### src/hdl/irq_ctrl_pkg.sv
// Shared constants and types for the interrupt control block.
// Assumes an 8-bit I/O space with 6-bit addresses and a 10-bit program counter.
package irq_ctrl_pkg;

    // ==========================================================
    // I/O space offsets
    localparam logic [5:0] TIMER_MASK_ADDR = 6'h39; // Timer interrupt mask
    localparam logic [5:0] EXT_FLAG_ADDR = 6'h3A; // External line flags
    localparam logic [5:0] GEN_MASK_ADDR = 6'h3B; // External line enables
    localparam logic [5:0] SENSE_CTRL_ADDR = 6'h35; // Sense select and sleep mode

    // ==========================================================
    // Field positions
    localparam int EXT1_BIT = 7; // Line b flag and enable
    localparam int EXT0_BIT = 6; // Line a flag and enable
    localparam int T1_OVF_BIT = 7; // Timer 1 overflow enable
    localparam int T1_COMP_BIT = 6; // Timer 1 compare enable
    localparam int T1_CAPT_BIT = 3; // Timer 1 capture enable
    localparam int T0_OVF_BIT = 1; // Timer 0 overflow enable
    localparam int SLEEP_MODE_BIT = 4; // One selects power-down
    localparam int LINE_B_SENSE_LSB = 2; // Line b sense select
    localparam int LINE_A_SENSE_LSB = 0; // Line a sense select

    // Writable bit masks
    localparam logic [7:0] TIMER_MASK_RW = 8'hCA;
    localparam logic [7:0] GEN_MASK_RW = 8'hC0;
    localparam logic [7:0] SENSE_CTRL_RW = 8'h1F;
    localparam logic [7:0] EXT_FLAG_RW = 8'hC0;

    // Values after reset
    localparam logic [7:0] TIMER_MASK_RST = 8'h00;
    localparam logic [7:0] GEN_MASK_RST = 8'h00;
    localparam logic [7:0] SENSE_CTRL_RST = 8'h00;
    localparam logic [7:0] RDATA_RST = 8'h00;

    // ==========================================================
    // Sense select codes
    localparam logic [1:0] SENSE_LOW = 2'h0;
    localparam logic [1:0] SENSE_RSVD = 2'h1;
    localparam logic [1:0] SENSE_FALL = 2'h2;
    localparam logic [1:0] SENSE_RISE = 2'h3;

    // ==========================================================
    // Vector table, index 0 has the lowest address and ranks first
    localparam logic [9:0] VEC_EXT_A = 10'h001;
    localparam logic [9:0] VEC_EXT_B = 10'h002;
    localparam logic [9:0] VEC_T1_CAPT = 10'h003;
    localparam logic [9:0] VEC_T1_COMP = 10'h004;
    localparam logic [9:0] VEC_T1_OVF = 10'h005;
    localparam logic [9:0] VEC_T0_OVF = 10'h006;
    localparam logic [5:0][9:0] VEC_TABLE = {VEC_T0_OVF, VEC_T1_OVF, VEC_T1_COMP,
                                             VEC_T1_CAPT, VEC_EXT_B, VEC_EXT_A};

    // ==========================================================
    // Reset pin timing
    localparam int RST_MIN_NS = 50; // Least low time that resets
    localparam int MCLK_PERIOD_NS = 25; // 40 MHz system clock
    localparam logic [2:0] RST_MIN_CYC =
        3'((RST_MIN_NS + MCLK_PERIOD_NS - 1) / MCLK_PERIOD_NS);

    // ==========================================================
    // Types
    typedef struct packed {
        logic [5:0] addr; // I/O address
        logic wr; // Write strobe
        logic rd; // Read strobe
        logic [7:0] wdata; // Write data
    } io_req_t;

    typedef struct packed {
        logic t1_ovf; // Timer 1 overflow
        logic t1_comp; // Timer 1 compare match
        logic t1_capt; // Timer 1 capture
        logic t0_ovf; // Timer 0 overflow
    } timer_flags_t;

    typedef struct packed {
        logic [9:0] vector; // Word address to jump to
        logic [9:0] ret_pc; // Return address to push
    } irq_entry_t;

    typedef enum logic [2:0] {
        ST_RUN = 3'b001,
        ST_IDLE = 3'b010,
        ST_PDOWN = 3'b100
    } sleep_state_t;

endpackage

### src/hdl/irq_control.sv
// Interrupt control: external line flags, masks, ranking, entry and sleep.
// Assumes a CPU core on mclk that offers instruction boundaries, the
// status global enable and its program counter, and timers that hold flags.
//
// Contract
// - Reset pin low over 50 ns resets.
// - Port pins float while any reset.
// - Power-down stops all until external wake.
// - Idle halts CPU only; interrupts still run.
// - Global enable gates every interrupt.
// - Each source jumps to its own vector.
// - Lowest vector address wins when several pending.
// - Entry pushes return program counter.
// - Line b edge sets its flag bit 7.
// - Line a edge sets its flag bit 6.
// - Entering routine clears its line flag.
// - Writing one clears flag; zero keeps.
// - Level sensing holds flag cleared.
// - Level request pends only while low.
// - Flag register low six bits read zero.
// - Timer 1 overflow takes vector 5.
// - Timer 1 compare takes vector 4.
// - Sense select: low, reserved, fall, rise.
// - Pins sampled before edge detection.
`timescale 1ns/1ps
module irq_control (
    input wire logic mclk,
    input wire logic rst,
    input wire logic reset_pin_n,
    input wire logic ext_irq_line_a,
    input wire logic ext_irq_line_b,
    input wire irq_ctrl_pkg::io_req_t io_req,
    input wire logic global_irq_enable,
    input wire logic cpu_boundary,
    input wire logic [9:0] program_counter,
    input wire irq_ctrl_pkg::timer_flags_t timer_flags,
    input wire logic sleep_cmd,
    output logic [7:0] io_rdata,
    output logic irq_enter,
    output irq_ctrl_pkg::irq_entry_t irq_entry,
    output irq_ctrl_pkg::timer_flags_t timer_ack,
    output logic cpu_halt,
    output logic osc_stop,
    output logic port_tristate,
    output logic sys_reset
);
    // ==========================================================
    // Declarations
    logic pin_reset; // Filtered reset pin
    logic sys_rst; // Any reset condition
    logic [7:0] timer_mask_reg; // Timer interrupt enables
    logic [7:0] general_irq_mask_reg; // External line enables
    logic [7:0] sense_ctrl_reg; // Sense selects and sleep mode
    logic ext_line0_flag_reg; // Line a edge flag
    logic ext_line1_flag_reg; // Line b edge flag
    logic ext_line0_flag_next;
    logic ext_line1_flag_next;
    logic [1:0] line_a_sense_sel; // Line a request condition
    logic [1:0] line_b_sense_sel; // Line b request condition
    logic edge_a; // Line a edge event
    logic edge_b; // Line b edge event
    logic level_a; // Line a low-level request
    logic level_b; // Line b low-level request
    logic wr_flags; // Write to the flag register
    logic [5:0] pend; // Enabled pending sources, by vector rank
    logic [5:0] grant; // Lowest-ranked pending source
    logic [9:0] grant_vec; // Vector of the granted source
    logic take_now; // Interrupt taken this cycle
    logic wake_ext; // External wake from power-down
    // One-hot sleep state and its next value
    irq_ctrl_pkg::sleep_state_t state_reg; // Sleep state
    irq_ctrl_pkg::sleep_state_t state_next;

    assign sys_rst = rst | pin_reset;
    assign line_a_sense_sel = sense_ctrl_reg[irq_ctrl_pkg::LINE_A_SENSE_LSB +: 2];
    assign line_b_sense_sel = sense_ctrl_reg[irq_ctrl_pkg::LINE_B_SENSE_LSB +: 2];
    assign wr_flags = io_req.wr && (io_req.addr == irq_ctrl_pkg::EXT_FLAG_ADDR);

    // ==========================================================
    // Reset pin filter
    reset_pin_filter u_rst_filter (
        .mclk(mclk),
        .rst(rst),
        .reset_pin_n(reset_pin_n),
        .pin_reset(pin_reset)
    );

    // ==========================================================
    // External line samplers
    ext_line_sense u_sense_a (
        .mclk(mclk),
        .rst(sys_rst),
        .pin(ext_irq_line_a),
        .sense_sel(line_a_sense_sel),
        .edge_event(edge_a),
        .level_req(level_a)
    );

    ext_line_sense u_sense_b (
        .mclk(mclk),
        .rst(sys_rst),
        .pin(ext_irq_line_b),
        .sense_sel(line_b_sense_sel),
        .edge_event(edge_b),
        .level_req(level_b)
    );

    // ==========================================================
    // Reset outputs
    always_ff @(posedge mclk) begin
        // Pins float and the chip is held whenever a reset is active
        port_tristate <= sys_rst;
        sys_reset <= sys_rst;
    end

    // ==========================================================
    // Writable control registers
    always_ff @(posedge mclk) begin
        if (sys_rst) begin
            timer_mask_reg <= irq_ctrl_pkg::TIMER_MASK_RST;
            general_irq_mask_reg <= irq_ctrl_pkg::GEN_MASK_RST;
            sense_ctrl_reg <= irq_ctrl_pkg::SENSE_CTRL_RST;
        end else if (io_req.wr) begin
            // Only writable bits take the data
            if (io_req.addr == irq_ctrl_pkg::TIMER_MASK_ADDR) begin
                timer_mask_reg <= io_req.wdata & irq_ctrl_pkg::TIMER_MASK_RW;
            end
            if (io_req.addr == irq_ctrl_pkg::GEN_MASK_ADDR) begin
                general_irq_mask_reg <= io_req.wdata & irq_ctrl_pkg::GEN_MASK_RW;
            end
            if (io_req.addr == irq_ctrl_pkg::SENSE_CTRL_ADDR) begin
                sense_ctrl_reg <= io_req.wdata & irq_ctrl_pkg::SENSE_CTRL_RW;
            end
        end
    end

    // ==========================================================
    // External flag next values: set wins over any clear
    always_comb begin
        ext_line0_flag_next = ext_line0_flag_reg;
        ext_line1_flag_next = ext_line1_flag_reg;
        // Hardware clear on entry
        if (take_now && grant[0]) begin
            ext_line0_flag_next = 1'b0;
        end
        if (take_now && grant[1]) begin
            ext_line1_flag_next = 1'b0;
        end
        // Write-one clear, zero keeps
        if (wr_flags && io_req.wdata[irq_ctrl_pkg::EXT0_BIT]) begin
            ext_line0_flag_next = 1'b0;
        end
        if (wr_flags && io_req.wdata[irq_ctrl_pkg::EXT1_BIT]) begin
            ext_line1_flag_next = 1'b0;
        end
        // Edge events set after the entry and write clears so they win
        if (edge_a) begin
            ext_line0_flag_next = 1'b1;
        end
        if (edge_b) begin
            ext_line1_flag_next = 1'b1;
        end
        // Level sensing keeps the flag cleared
        if (line_a_sense_sel == irq_ctrl_pkg::SENSE_LOW) begin
            ext_line0_flag_next = 1'b0;
        end
        if (line_b_sense_sel == irq_ctrl_pkg::SENSE_LOW) begin
            ext_line1_flag_next = 1'b0;
        end
    end

    // ==========================================================
    // External flag registers
    always_ff @(posedge mclk) begin
        if (sys_rst) begin
            ext_line0_flag_reg <= 1'b0;
            ext_line1_flag_reg <= 1'b0;
        end else begin
            ext_line0_flag_reg <= ext_line0_flag_next;
            ext_line1_flag_reg <= ext_line1_flag_next;
        end
    end

    // ==========================================================
    // Register read port, data from a flop the cycle after the strobe
    always_ff @(posedge mclk) begin
        if (sys_rst) begin
            io_rdata <= irq_ctrl_pkg::RDATA_RST;
        end else if (io_req.rd) begin
            unique case (io_req.addr)
                irq_ctrl_pkg::TIMER_MASK_ADDR: io_rdata <= timer_mask_reg;
                irq_ctrl_pkg::GEN_MASK_ADDR: io_rdata <= general_irq_mask_reg;
                irq_ctrl_pkg::SENSE_CTRL_ADDR: io_rdata <= sense_ctrl_reg;
                // Low six bits read as zero
                irq_ctrl_pkg::EXT_FLAG_ADDR: io_rdata <= {ext_line1_flag_reg,
                                                         ext_line0_flag_reg,
                                                         6'h00};
                default: io_rdata <= 8'h00;
            endcase
        end
    end

    // ==========================================================
    // Pending sources in vector order; level requests are not latched
    always_comb begin
        pend[0] = general_irq_mask_reg[irq_ctrl_pkg::EXT0_BIT]
                  & (ext_line0_flag_reg | level_a);
        pend[1] = general_irq_mask_reg[irq_ctrl_pkg::EXT1_BIT]
                  & (ext_line1_flag_reg | level_b);
        pend[2] = timer_mask_reg[irq_ctrl_pkg::T1_CAPT_BIT] & timer_flags.t1_capt;
        pend[3] = timer_mask_reg[irq_ctrl_pkg::T1_COMP_BIT] & timer_flags.t1_comp;
        pend[4] = timer_mask_reg[irq_ctrl_pkg::T1_OVF_BIT] & timer_flags.t1_ovf;
        pend[5] = timer_mask_reg[irq_ctrl_pkg::T0_OVF_BIT] & timer_flags.t0_ovf;
    end

    // ==========================================================
    // Ranking: the lowest vector address wins
    always_comb begin
        grant = pend & (~pend + 6'h01);
        grant_vec = 10'h000;
        for (int i = 0; i < 6; i++) begin
            if (grant[i]) begin
                grant_vec = irq_ctrl_pkg::VEC_TABLE[i];
            end
        end
    end

    // Take only with global enable, at a boundary or from idle
    assign take_now = global_irq_enable && (pend != 6'h00) && !irq_enter
                      && ((state_reg == irq_ctrl_pkg::ST_RUN && cpu_boundary)
                          || state_reg == irq_ctrl_pkg::ST_IDLE);

    // Enabled external conditions wake from power-down
    assign wake_ext = (general_irq_mask_reg[irq_ctrl_pkg::EXT0_BIT] & (edge_a | level_a))
                      | (general_irq_mask_reg[irq_ctrl_pkg::EXT1_BIT] & (edge_b | level_b));

    // ==========================================================
    // Interrupt entry: vector, return address and timer acks
    always_ff @(posedge mclk) begin
        if (sys_rst) begin
            irq_enter <= 1'b0;
            irq_entry <= '0;
            timer_ack <= '0;
        end else begin
            irq_enter <= take_now;
            timer_ack.t1_capt <= take_now & grant[2];
            timer_ack.t1_comp <= take_now & grant[3];
            timer_ack.t1_ovf <= take_now & grant[4];
            timer_ack.t0_ovf <= take_now & grant[5];
            if (take_now) begin
                irq_entry.vector <= grant_vec;
                irq_entry.ret_pc <= program_counter;
            end
        end
    end

    // ==========================================================
    // Sleep state machine
    always_comb begin
        state_next = state_reg;
        unique case (state_reg)
            irq_ctrl_pkg::ST_RUN: begin
                if (sleep_cmd) begin
                    state_next = sense_ctrl_reg[irq_ctrl_pkg::SLEEP_MODE_BIT]
                                 ? irq_ctrl_pkg::ST_PDOWN : irq_ctrl_pkg::ST_IDLE;
                end
            end
            irq_ctrl_pkg::ST_IDLE: begin
                // Interrupt logic keeps running; a taken request wakes the CPU
                if (take_now) begin
                    state_next = irq_ctrl_pkg::ST_RUN;
                end
            end
            irq_ctrl_pkg::ST_PDOWN: begin
                // Only an external interrupt or reset ends power-down
                if (wake_ext) begin
                    state_next = irq_ctrl_pkg::ST_RUN;
                end
            end
        endcase
    end

    always_ff @(posedge mclk) begin
        if (sys_rst) begin
            state_reg <= irq_ctrl_pkg::ST_RUN;
            cpu_halt <= 1'b0;
            osc_stop <= 1'b0;
        end else begin
            state_reg <= state_next;
            cpu_halt <= (state_next != irq_ctrl_pkg::ST_RUN);
            osc_stop <= (state_next == irq_ctrl_pkg::ST_PDOWN);
        end
    end

    // ==========================================================
    // Assertions
    tristate_on_reset_a: assert property (@(posedge mclk) disable iff (rst)
        pin_reset |=> port_tristate) else $error("port pins not floated in reset");

    gie_gates_entry_a: assert property (@(posedge mclk) disable iff (sys_rst)
        irq_enter |-> $past(global_irq_enable))
        else $error("entry without global enable");

    lowest_wins_a: assert property (@(posedge mclk) disable iff (sys_rst)
        $rose(irq_enter) && $past(pend[0]) |-> irq_entry.vector == irq_ctrl_pkg::VEC_EXT_A)
        else $error("lowest vector not taken first");

    ovf1_vector_a: assert property (@(posedge mclk) disable iff (sys_rst)
        take_now && pend == 6'h10 |=> irq_enter && irq_entry.vector == 10'h005)
        else $error("timer 1 overflow wrong vector");

    ret_pc_push_a: assert property (@(posedge mclk) disable iff (sys_rst)
        take_now |=> irq_entry.ret_pc == $past(program_counter))
        else $error("return address not pushed");

    hw_clear_flag_a: assert property (@(posedge mclk) disable iff (sys_rst)
        take_now && grant[0] && !edge_a |=> !ext_line0_flag_reg)
        else $error("line a flag not cleared on entry");

    w1c_flag_a: assert property (@(posedge mclk) disable iff (sys_rst)
        wr_flags && io_req.wdata[7] && !edge_b |=> !ext_line1_flag_reg)
        else $error("line b flag not cleared by write");

    set_wins_a: assert property (@(posedge mclk) disable iff (sys_rst)
        edge_a |=> ext_line0_flag_reg)
        else $error("line a edge lost");

    level_no_flag_a: assert property (@(posedge mclk) disable iff (sys_rst)
        line_b_sense_sel == irq_ctrl_pkg::SENSE_LOW |=> !ext_line1_flag_reg)
        else $error("level mode flag set");

    flag_low_zero_a: assert property (@(posedge mclk) disable iff (sys_rst)
        io_req.rd && io_req.addr == irq_ctrl_pkg::EXT_FLAG_ADDR |=> io_rdata[5:0] == 6'h00)
        else $error("reserved flag bits not zero");

    timer_mask_rsvd_a: assert property (@(posedge mclk) disable iff (sys_rst)
        (timer_mask_reg & ~irq_ctrl_pkg::TIMER_MASK_RW) == 8'h00)
        else $error("timer mask reserved bit set");

    pdown_entry_a: assert property (@(posedge mclk) disable iff (sys_rst)
        state_reg == irq_ctrl_pkg::ST_RUN && sleep_cmd && sense_ctrl_reg[4]
        |=> osc_stop && cpu_halt) else $error("power-down not entered");

    idle_entry_a: assert property (@(posedge mclk) disable iff (sys_rst)
        state_reg == irq_ctrl_pkg::ST_RUN && sleep_cmd && !sense_ctrl_reg[4]
        |=> cpu_halt && !osc_stop) else $error("idle stopped the oscillator");
endmodule

### src/hdl/ext_line_sense.sv
// External interrupt line sampler with edge and level detection.
// Assumes the pin is asynchronous to mclk; idle level is high.
`timescale 1ns/1ps
module ext_line_sense (
    input wire logic mclk,
    input wire logic rst,
    input wire logic pin,
    input wire logic [1:0] sense_sel,
    output logic edge_event,
    output logic level_req
);
    logic sync1_reg; // First synchroniser stage
    logic sync2_reg; // Second synchroniser stage
    logic prev_reg; // Previous clean sample

    // ==========================================================
    // Two-stage synchroniser and previous sample
    always_ff @(posedge mclk) begin
        if (rst) begin
            sync1_reg <= 1'b1;
            sync2_reg <= 1'b1;
            prev_reg <= 1'b1;
        end else begin
            sync1_reg <= pin;
            sync2_reg <= sync1_reg;
            prev_reg <= sync2_reg;
        end
    end

    // ==========================================================
    // Decode of the sense select on sampled values
    always_comb begin
        edge_event = 1'b0;
        level_req = 1'b0;
        unique case (sense_sel)
            irq_ctrl_pkg::SENSE_LOW: level_req = ~sync2_reg;
            irq_ctrl_pkg::SENSE_RSVD: edge_event = 1'b0;
            irq_ctrl_pkg::SENSE_FALL: edge_event = prev_reg & ~sync2_reg;
            irq_ctrl_pkg::SENSE_RISE: edge_event = ~prev_reg & sync2_reg;
        endcase
    end
endmodule

### src/hdl/reset_pin_filter.sv
// Reset pin filter: resets only after a low held for the least reset time.
// Assumes the active-low pin is asynchronous to mclk.
`timescale 1ns/1ps
module reset_pin_filter (
    input wire logic mclk,
    input wire logic rst,
    input wire logic reset_pin_n,
    output logic pin_reset
);
    logic sync1_reg; // First synchroniser stage
    logic sync2_reg; // Second synchroniser stage
    logic [2:0] low_cnt_reg; // Consecutive low samples

    // ==========================================================
    // Synchroniser
    always_ff @(posedge mclk) begin
        if (rst) begin
            sync1_reg <= 1'b1;
            sync2_reg <= 1'b1;
        end else begin
            sync1_reg <= reset_pin_n;
            sync2_reg <= sync1_reg;
        end
    end

    // ==========================================================
    // Low-time counter; shorter pulses fall through
    always_ff @(posedge mclk) begin
        if (rst) begin
            low_cnt_reg <= 3'h0;
            pin_reset <= 1'b0;
        end else if (!sync2_reg) begin
            if (low_cnt_reg != irq_ctrl_pkg::RST_MIN_CYC) begin
                low_cnt_reg <= low_cnt_reg + 3'h1;
            end
            pin_reset <= (low_cnt_reg >= irq_ctrl_pkg::RST_MIN_CYC - 3'h1);
        end else begin
            low_cnt_reg <= 3'h0;
            pin_reset <= 1'b0;
        end
    end
endmodule

### config.mk
export PLATFORM = sky130hd
export DESIGN_NAME = irq_control
export DESIGN_NICKNAME = d
export VERILOG_FILES = /design/src/hdl/irq_ctrl_pkg.sv /design/src/hdl/irq_control.sv /design/src/hdl/ext_line_sense.sv /design/src/hdl/reset_pin_filter.sv
export SDC_FILE = /design/constraint.sdc
export NUM_CORES = 1
export LEC_CHECK = 0
export ABC_AREA = 1
export BUFFER_PORTS_ARGS = -buffer_cell sky130_fd_sc_hd__buf_2
export CAP_MARGIN = 30
export CORE_ASPECT_RATIO = 2
export CORE_MARGIN = 3
export CORE_UTILIZATION = 30
export DETAILED_ROUTE_END_ITERATION = 12
export GPL_TIMING_DRIVEN = 0
export PLACE_DENSITY = 0.51
export SKIP_CTS_REPAIR_TIMING = 1
export SLEW_MARGIN = 5
export SYNTH_ARGS = -nofsm -noshare
export SYNTH_HDL_FRONTEND = slang
export SYNTH_SLANG_ARGS = --single-unit
### constraint.sdc
create_clock -name mclk -period 1.35 [get_ports mclk]
set_input_delay 0.27 -clock mclk [delete_from_list [all_inputs] [get_ports mclk]]
set_output_delay 0.27 -clock mclk [all_outputs]
set_load 0.02 [all_outputs]
==> qor.yml, run 1 <==
status: "finished, violations left"
violations: "setup timing"
largest_register_ff_count: 13
rsz0062_at_grt: "yes"
synth_area_um2: 2474
setup_ws_ns: -0.009728
avgRoutedWirePerCell_um: 12.36
avgSynthCellArea_um2: 7.318
crit_arrival_ns: 1.56
holdCritPathClass: "in -> reg"
area_growth_pct: 32.93
ys_warn_count: 0
ir_drop_mv: 0.9845
final_hold_viol_count: 0
synth_seq_cells: 56
max_freq_mhz: 735.4
synthMuxAreaShare_pct: 0
crit_start: "sense_ctrl_reg[0]$_SDFFE_PP0P_"
synth_top_family_by_area: "simple AND/OR/NAND/NOR gates"
rows: 46
r2r_cells: 9
tightestPinTransition_ns: 0.5649
path_class: "reg -> reg"
skew_ns: 0.009840
vias: 2334
critPathMaxFanout: 10
htreeDepth: 2
cts-root-buf: "clkbuf_16"
syn_inst: 338
finalCriticalPeriod_ns: 1.360
layout.nets: 464
ys_types: 33
slew_viol_final: 0
yosysSeqAreaShare_pct: 45.32
r2r-start: "sense_ctrl_reg[0]$_SDFFE_PP0P_"
holdWs_ns: 0.1562
synth-simple-area-share_pct: 30.20
r2r_slack_ns: -0.01
cp-start-kind: "register"
crit_end: "irq_entry[3]$_SDFFE_PP0P_"
timing.rr.end: "irq_entry[3]$_SDFFE_PP0P_"
grt_pass1_vias: 2229
min_period_over_period_pct: 100.7
fp.dieH_um: 134.4
drc: 0
relSlewSlack_pct: 62.05
grt_overflow: 0
cts_buffers: 5
diodes: 0
fill_cells: 873
routabilityCongestion: 0.8057
port_buffers: 65
die-area_um2: 9437
ant_nets: 0
required_ns: 1.55
grt_util_all_layers_pct: 13.75
antenna_found_initial: 0
synthAdderAreaFrac_pct: 1.517
wl_mm: 6.429
drt_iter0_drc: 75
coreArea_um2: 8000
synth_edf_count: 0
cts_tree: "built"
clock-sinks: 56
finalSetupViolations: 1
start_util_pct: 30.92
vias_per_cell: 4.488
insertion_delay_ns: 0.30
leakage_nw: 1.639
cp-end-kind: "register"
path_clk_slew_ns: 0.08
clockBufferDepth: 2
drive_gt1_share_pct: 35.38
first_pass_iters: 4
synth_flop_cell: "dfxtp_1"
synthArstFlopShare_pct: 0
fin_util_pct: 41.10
ios: 75
grt_pass1_wl_mm: 10.26
drv_cap: 0
synth-compound-area-share_pct: 11.84
grt_max_degree: 19
power.density_nw_per_um2: 1118
synth_xor_area_share_pct: 0.3541
dp_hpwl_mm: 5.084
die_w_um: 70.21
how the worst min path moves through the flow:
stage                                                 start                                 to  slack (ns)  cells past startpoint
after floorplan                                 reset_pin_n  u_rst_filter.sync1_reg$_SDFF_PP1_        0.37                      1
after global placement    u_rst_filter.sync1_reg$_SDFF_PP1_  u_rst_filter.sync2_reg$_SDFF_PP1_        0.39                      1
final                                           reset_pin_n  u_rst_filter.sync1_reg$_SDFF_PP1_        0.16                      2
after detailed placement  u_rst_filter.sync1_reg$_SDFF_PP1_  u_rst_filter.sync2_reg$_SDFF_PP1_        0.40                      1
after global routing                         ext_irq_line_b     u_sense_b.sync1_reg$_SDFF_PP1_        0.16                      2
after CTS                                       reset_pin_n  u_rst_filter.sync1_reg$_SDFF_PP1_        0.14                      2
cell type report:
cell class | instances | area [um2] | share of cell area, %
buffer | 16 | 122.6 | 3.729
timing repair buffer | 71 | 370.4 | 11.26
clock buffer | 5 | 125.1 | 3.805
inverter | 40 | 155.1 | 4.718
sequential | 56 | 1135 | 34.51
clock inverter | 3 | 68.82 | 2.093
multi-input combinational | 233 | 1191 | 36.23
tap | 96 | 120.1 | 3.653
cells in the final DEF, fill, tap and decap left out, types with 2 or more instances in the layout:
master,count
nand4_1,2
inv_1,33
ha_1,3
dfxtp_2,5
or2_2,6
nor3_1,3
buf_4,15
o21ai_1,5
buf_2,67
inv_2,6
dfxtp_4,2
dfxtp_1,49
o21ai_0,26
nor2_2,8
conb_1,8
a21oi_1,17
nand3_2,4
a21oi_2,2
nand3_1,12
and2_1,2
nand2_4,3
clkbuf_2,2
bufinv_16,2
nor2_1,50
nand2_1,59
nand2_2,13
clkbuf_16,5
inv_6,2
report_power, final:
| group | switching (mW) | internal (mW) |
|---|---|---|
| clock | 0.619 | 1.07 |
| sequential | 0.0167 | 1.68 |
| combinational | 0.170 | 0.121 |
| total | 0.806 | 2.87 |
Yosys cell counts (all sizes together) (4+ instances only):
cell     n  share of area (%)
nand3   16                3.4
clkbuf   4               0.61
nor3     4                1.0
a21oi   20                4.7
dfxtp   56                 45
nand2   75                 12
buf     12                3.8
or2      6                1.5
nor2    59                9.6
inv     40                6.2
o21ai   31                6.3
cell families after synthesis:
logic type               count (synthesis)
AO/OA/AOI/OAI                           54
XOR/XNOR                                 1
adder cells (fa/ha/maj)                  3
buffers and inverters                   56
flip-flops                              56
other                                    1
AND/OR/NAND/NOR                        167
critical path, stage by stage (launching register included):
cell     delay [ns]
dfxtp_4        0.37
nor2_2         0.12
nand2_2        0.07
nand2_2        0.07
nand2_4        0.06
nand4_4        0.12
nand2_4        0.09
buf_6          0.15
o21ai_0        0.15
nor2_1         0.05
per-layer routing:
layer	part of all wire, %	up-vias	track usage, %
met5	0	-	0
met4	2.4	0	6.077
met3	3.4	11	2.776
met2	57	44	26.40
met1	38	1064	13.88
li1	-	1215	-
per-stage QoR:
step	setup WS (ns)	total power, mW	TNS, ns	instances	instance area [um2]
2_1_floorplan	0.08813	1.896	0	345	2500
3_3_place_gp	-0.1999	2.003	-3.943	506	2945
3_5_place_dp	-0.2120	2.007	-4.601	506	2945
4_1_cts	-0.1184	3.708	-2.748	514	3139
5_1_grt	-0.09686	3.832	-1.169	520	3288
6_report	-0.009728	3.675	-0.009728	520	3288
(Power assumes the default switching activity.)
==> run 2: changes to the inputs <==
CORE_UTILIZATION = 46   (was 30)
PLACE_DENSITY = 0.74   (was 0.51)
==> qor.yml, run 2 (synthesized netlist as in run 1, its figures left out) <==
cts_tree: "built"
vias: 2394
fp.dieH_um: 109.7
tightestPinTransition_ns: 0.6763
violations: "setup timing"
max_freq_mhz: 713.4
drt_iter0_drc: 80
finalCriticalPeriod_ns: 1.402
diodes: 0
rows: 37
grt_pass1_vias: 2211
seq_area_um2: 1137
slew_viol_final: 0
max_stage_delay_ns: 0.38
finalSetupViolations: 14
skew_ns: 0.01020
drc: 0
required_ns: 1.62
grt_overflow: 0
setup_ws_ns: -0.05167
holdWs_ns: 0.1220
first_pass_iters: 4
largest_register_ff_count: 13
cts-root-buf: "clkbuf_8"
status: "finished, violations left"
die_w_um: 57.85
ios: 75
layout_commonest_cell: "buf_2"
min_period_over_period_pct: 103.8
drive_gt1_share_pct: 35.51
cp-start-kind: "register"
multi_input_area_um2: 1222
port_buffers: 65
insertion_delay_ns: 0.33
htreeDepth: 2
drv_cap: 0
avgRoutedWirePerCell_um: 12.87
coreArea_um2: 5185
critPathSlowestCell: "dfxtp_4"
relSlewSlack_pct: 54.50
power.density_nw_per_um2: 957.7
leakage_nw: 1.633
dpl_worst_slack_ns: -0.1856
die-area_um2: 6346
vias_per_cell: 4.926
cts_buffers: 5
path_class: "reg -> reg"
cp-end-kind: "register"
start_util_pct: 47.71
total_power_mw: 3.116
ant_nets: 0
clockBufferDepth: 2
antenna_found_initial: 0
grt_pass1_wl_mm: 9.342
wl_mm: 6.255
path_clk_slew_ns: 0.10
finalSetupTns_ns: -0.4224
grt_max_degree: 18
holdCritPathClass: "in -> reg"
grt_util_all_layers_pct: 19.25
layout_common_cells: "buf_2 (67), nand2_1 (65), dfxtp_1 (49)"
routabilityCongestion: 0.8686
layout.nets: 468
final_hold_viol_count: 0
crit_arrival_ns: 1.67
critPathMaxFanout: 7
dp_hpwl_mm: 4.542
fill_cells: 509
clock-sinks: 56
rsz0062_at_grt: "yes"
crit_path_cell_trace: "nor2_4 > nand2_2 > nand2_2 > nand2_4 > nand4_4 > nand2_4 > inv_8 > clkbuf_16 > nor2_4 > nor2_1"
area_growth_pct: 31.51
ir_drop_mv: 1.276
==> run 2: changes by cell type in the layout (fill, tap and decap cells not counted), sizes merged <==
cell,before,now
buf,84,87
bufinv,2,1
clkbuf,8,10
==> run 2: final timing paths <==
path / slack (ns) / to / cells past startpoint / startpoint
setup / recovery: -0.05 / irq_entry[8]$_SDFFE_PP0P_ / 10 / sense_ctrl_reg[2]$_SDFFE_PP0P_
hold / removal: 0.12 / u_sense_b.sync1_reg$_SDFF_PP1_ / 2 / ext_irq_line_b
setup reg to reg: -0.05 / irq_entry[8]$_SDFFE_PP0P_ / 10 / sense_ctrl_reg[2]$_SDFFE_PP0P_
hold reg to reg: 0.43 / u_rst_filter.sync2_reg$_SDFF_PP1_ / 1 / u_rst_filter.sync1_reg$_SDFF_PP1_
==> run 2: area by class of cell <==
cell class,instances,area share [%]
multi-input cells,233,37.58
flip-flops and latches,56,34.96
repair buffers,75,13.19
inverters,40,4.846
plain buffers,16,3.769
clock buffers,6,2.231
well taps,58,2.231
clock inverters,2,1.192
==> run 2: worst max-delay path: cells and delay by family, from the launching register on <==
kind,cells,cell delay [ns]
buffers and inverters,2,0.27
and+or+nand+nor,8,0.71
DFF,1,0.38
==> run 2: layer usage <==
layer / part of all wire (%) / GRT usage, %
met4: 2.7 / 8.955
met3: 4.9 / 4.583
met5: 0 / 0
met1: 35 / 18.02
met2: 58 / 37.46
==> run 2: report_power, final <==
| part | leakage [nW] | total [mW] | internal [mW] | switching (mW) |
|---|---|---|---|---|
| sequential | 0.457 | 1.69 | 1.68 | 0.0173 |
| combinational | 1.12 | 0.291 | 0.122 | 0.169 |
| clock | 0.0558 | 1.13 | 0.561 | 0.569 |
==> run 2: metrics by stage <==
stage | instance area, um2 | instances | utilization (%)
floorplan | 2500 | 345 | -
global placement | 2898 | 468 | 55.89
detailed placement | 2898 | 468 | 55.89
CTS | 3009 | 476 | 58.04
global route | 3253 | 486 | 62.74
finish | 3253 | 486 | 62.74
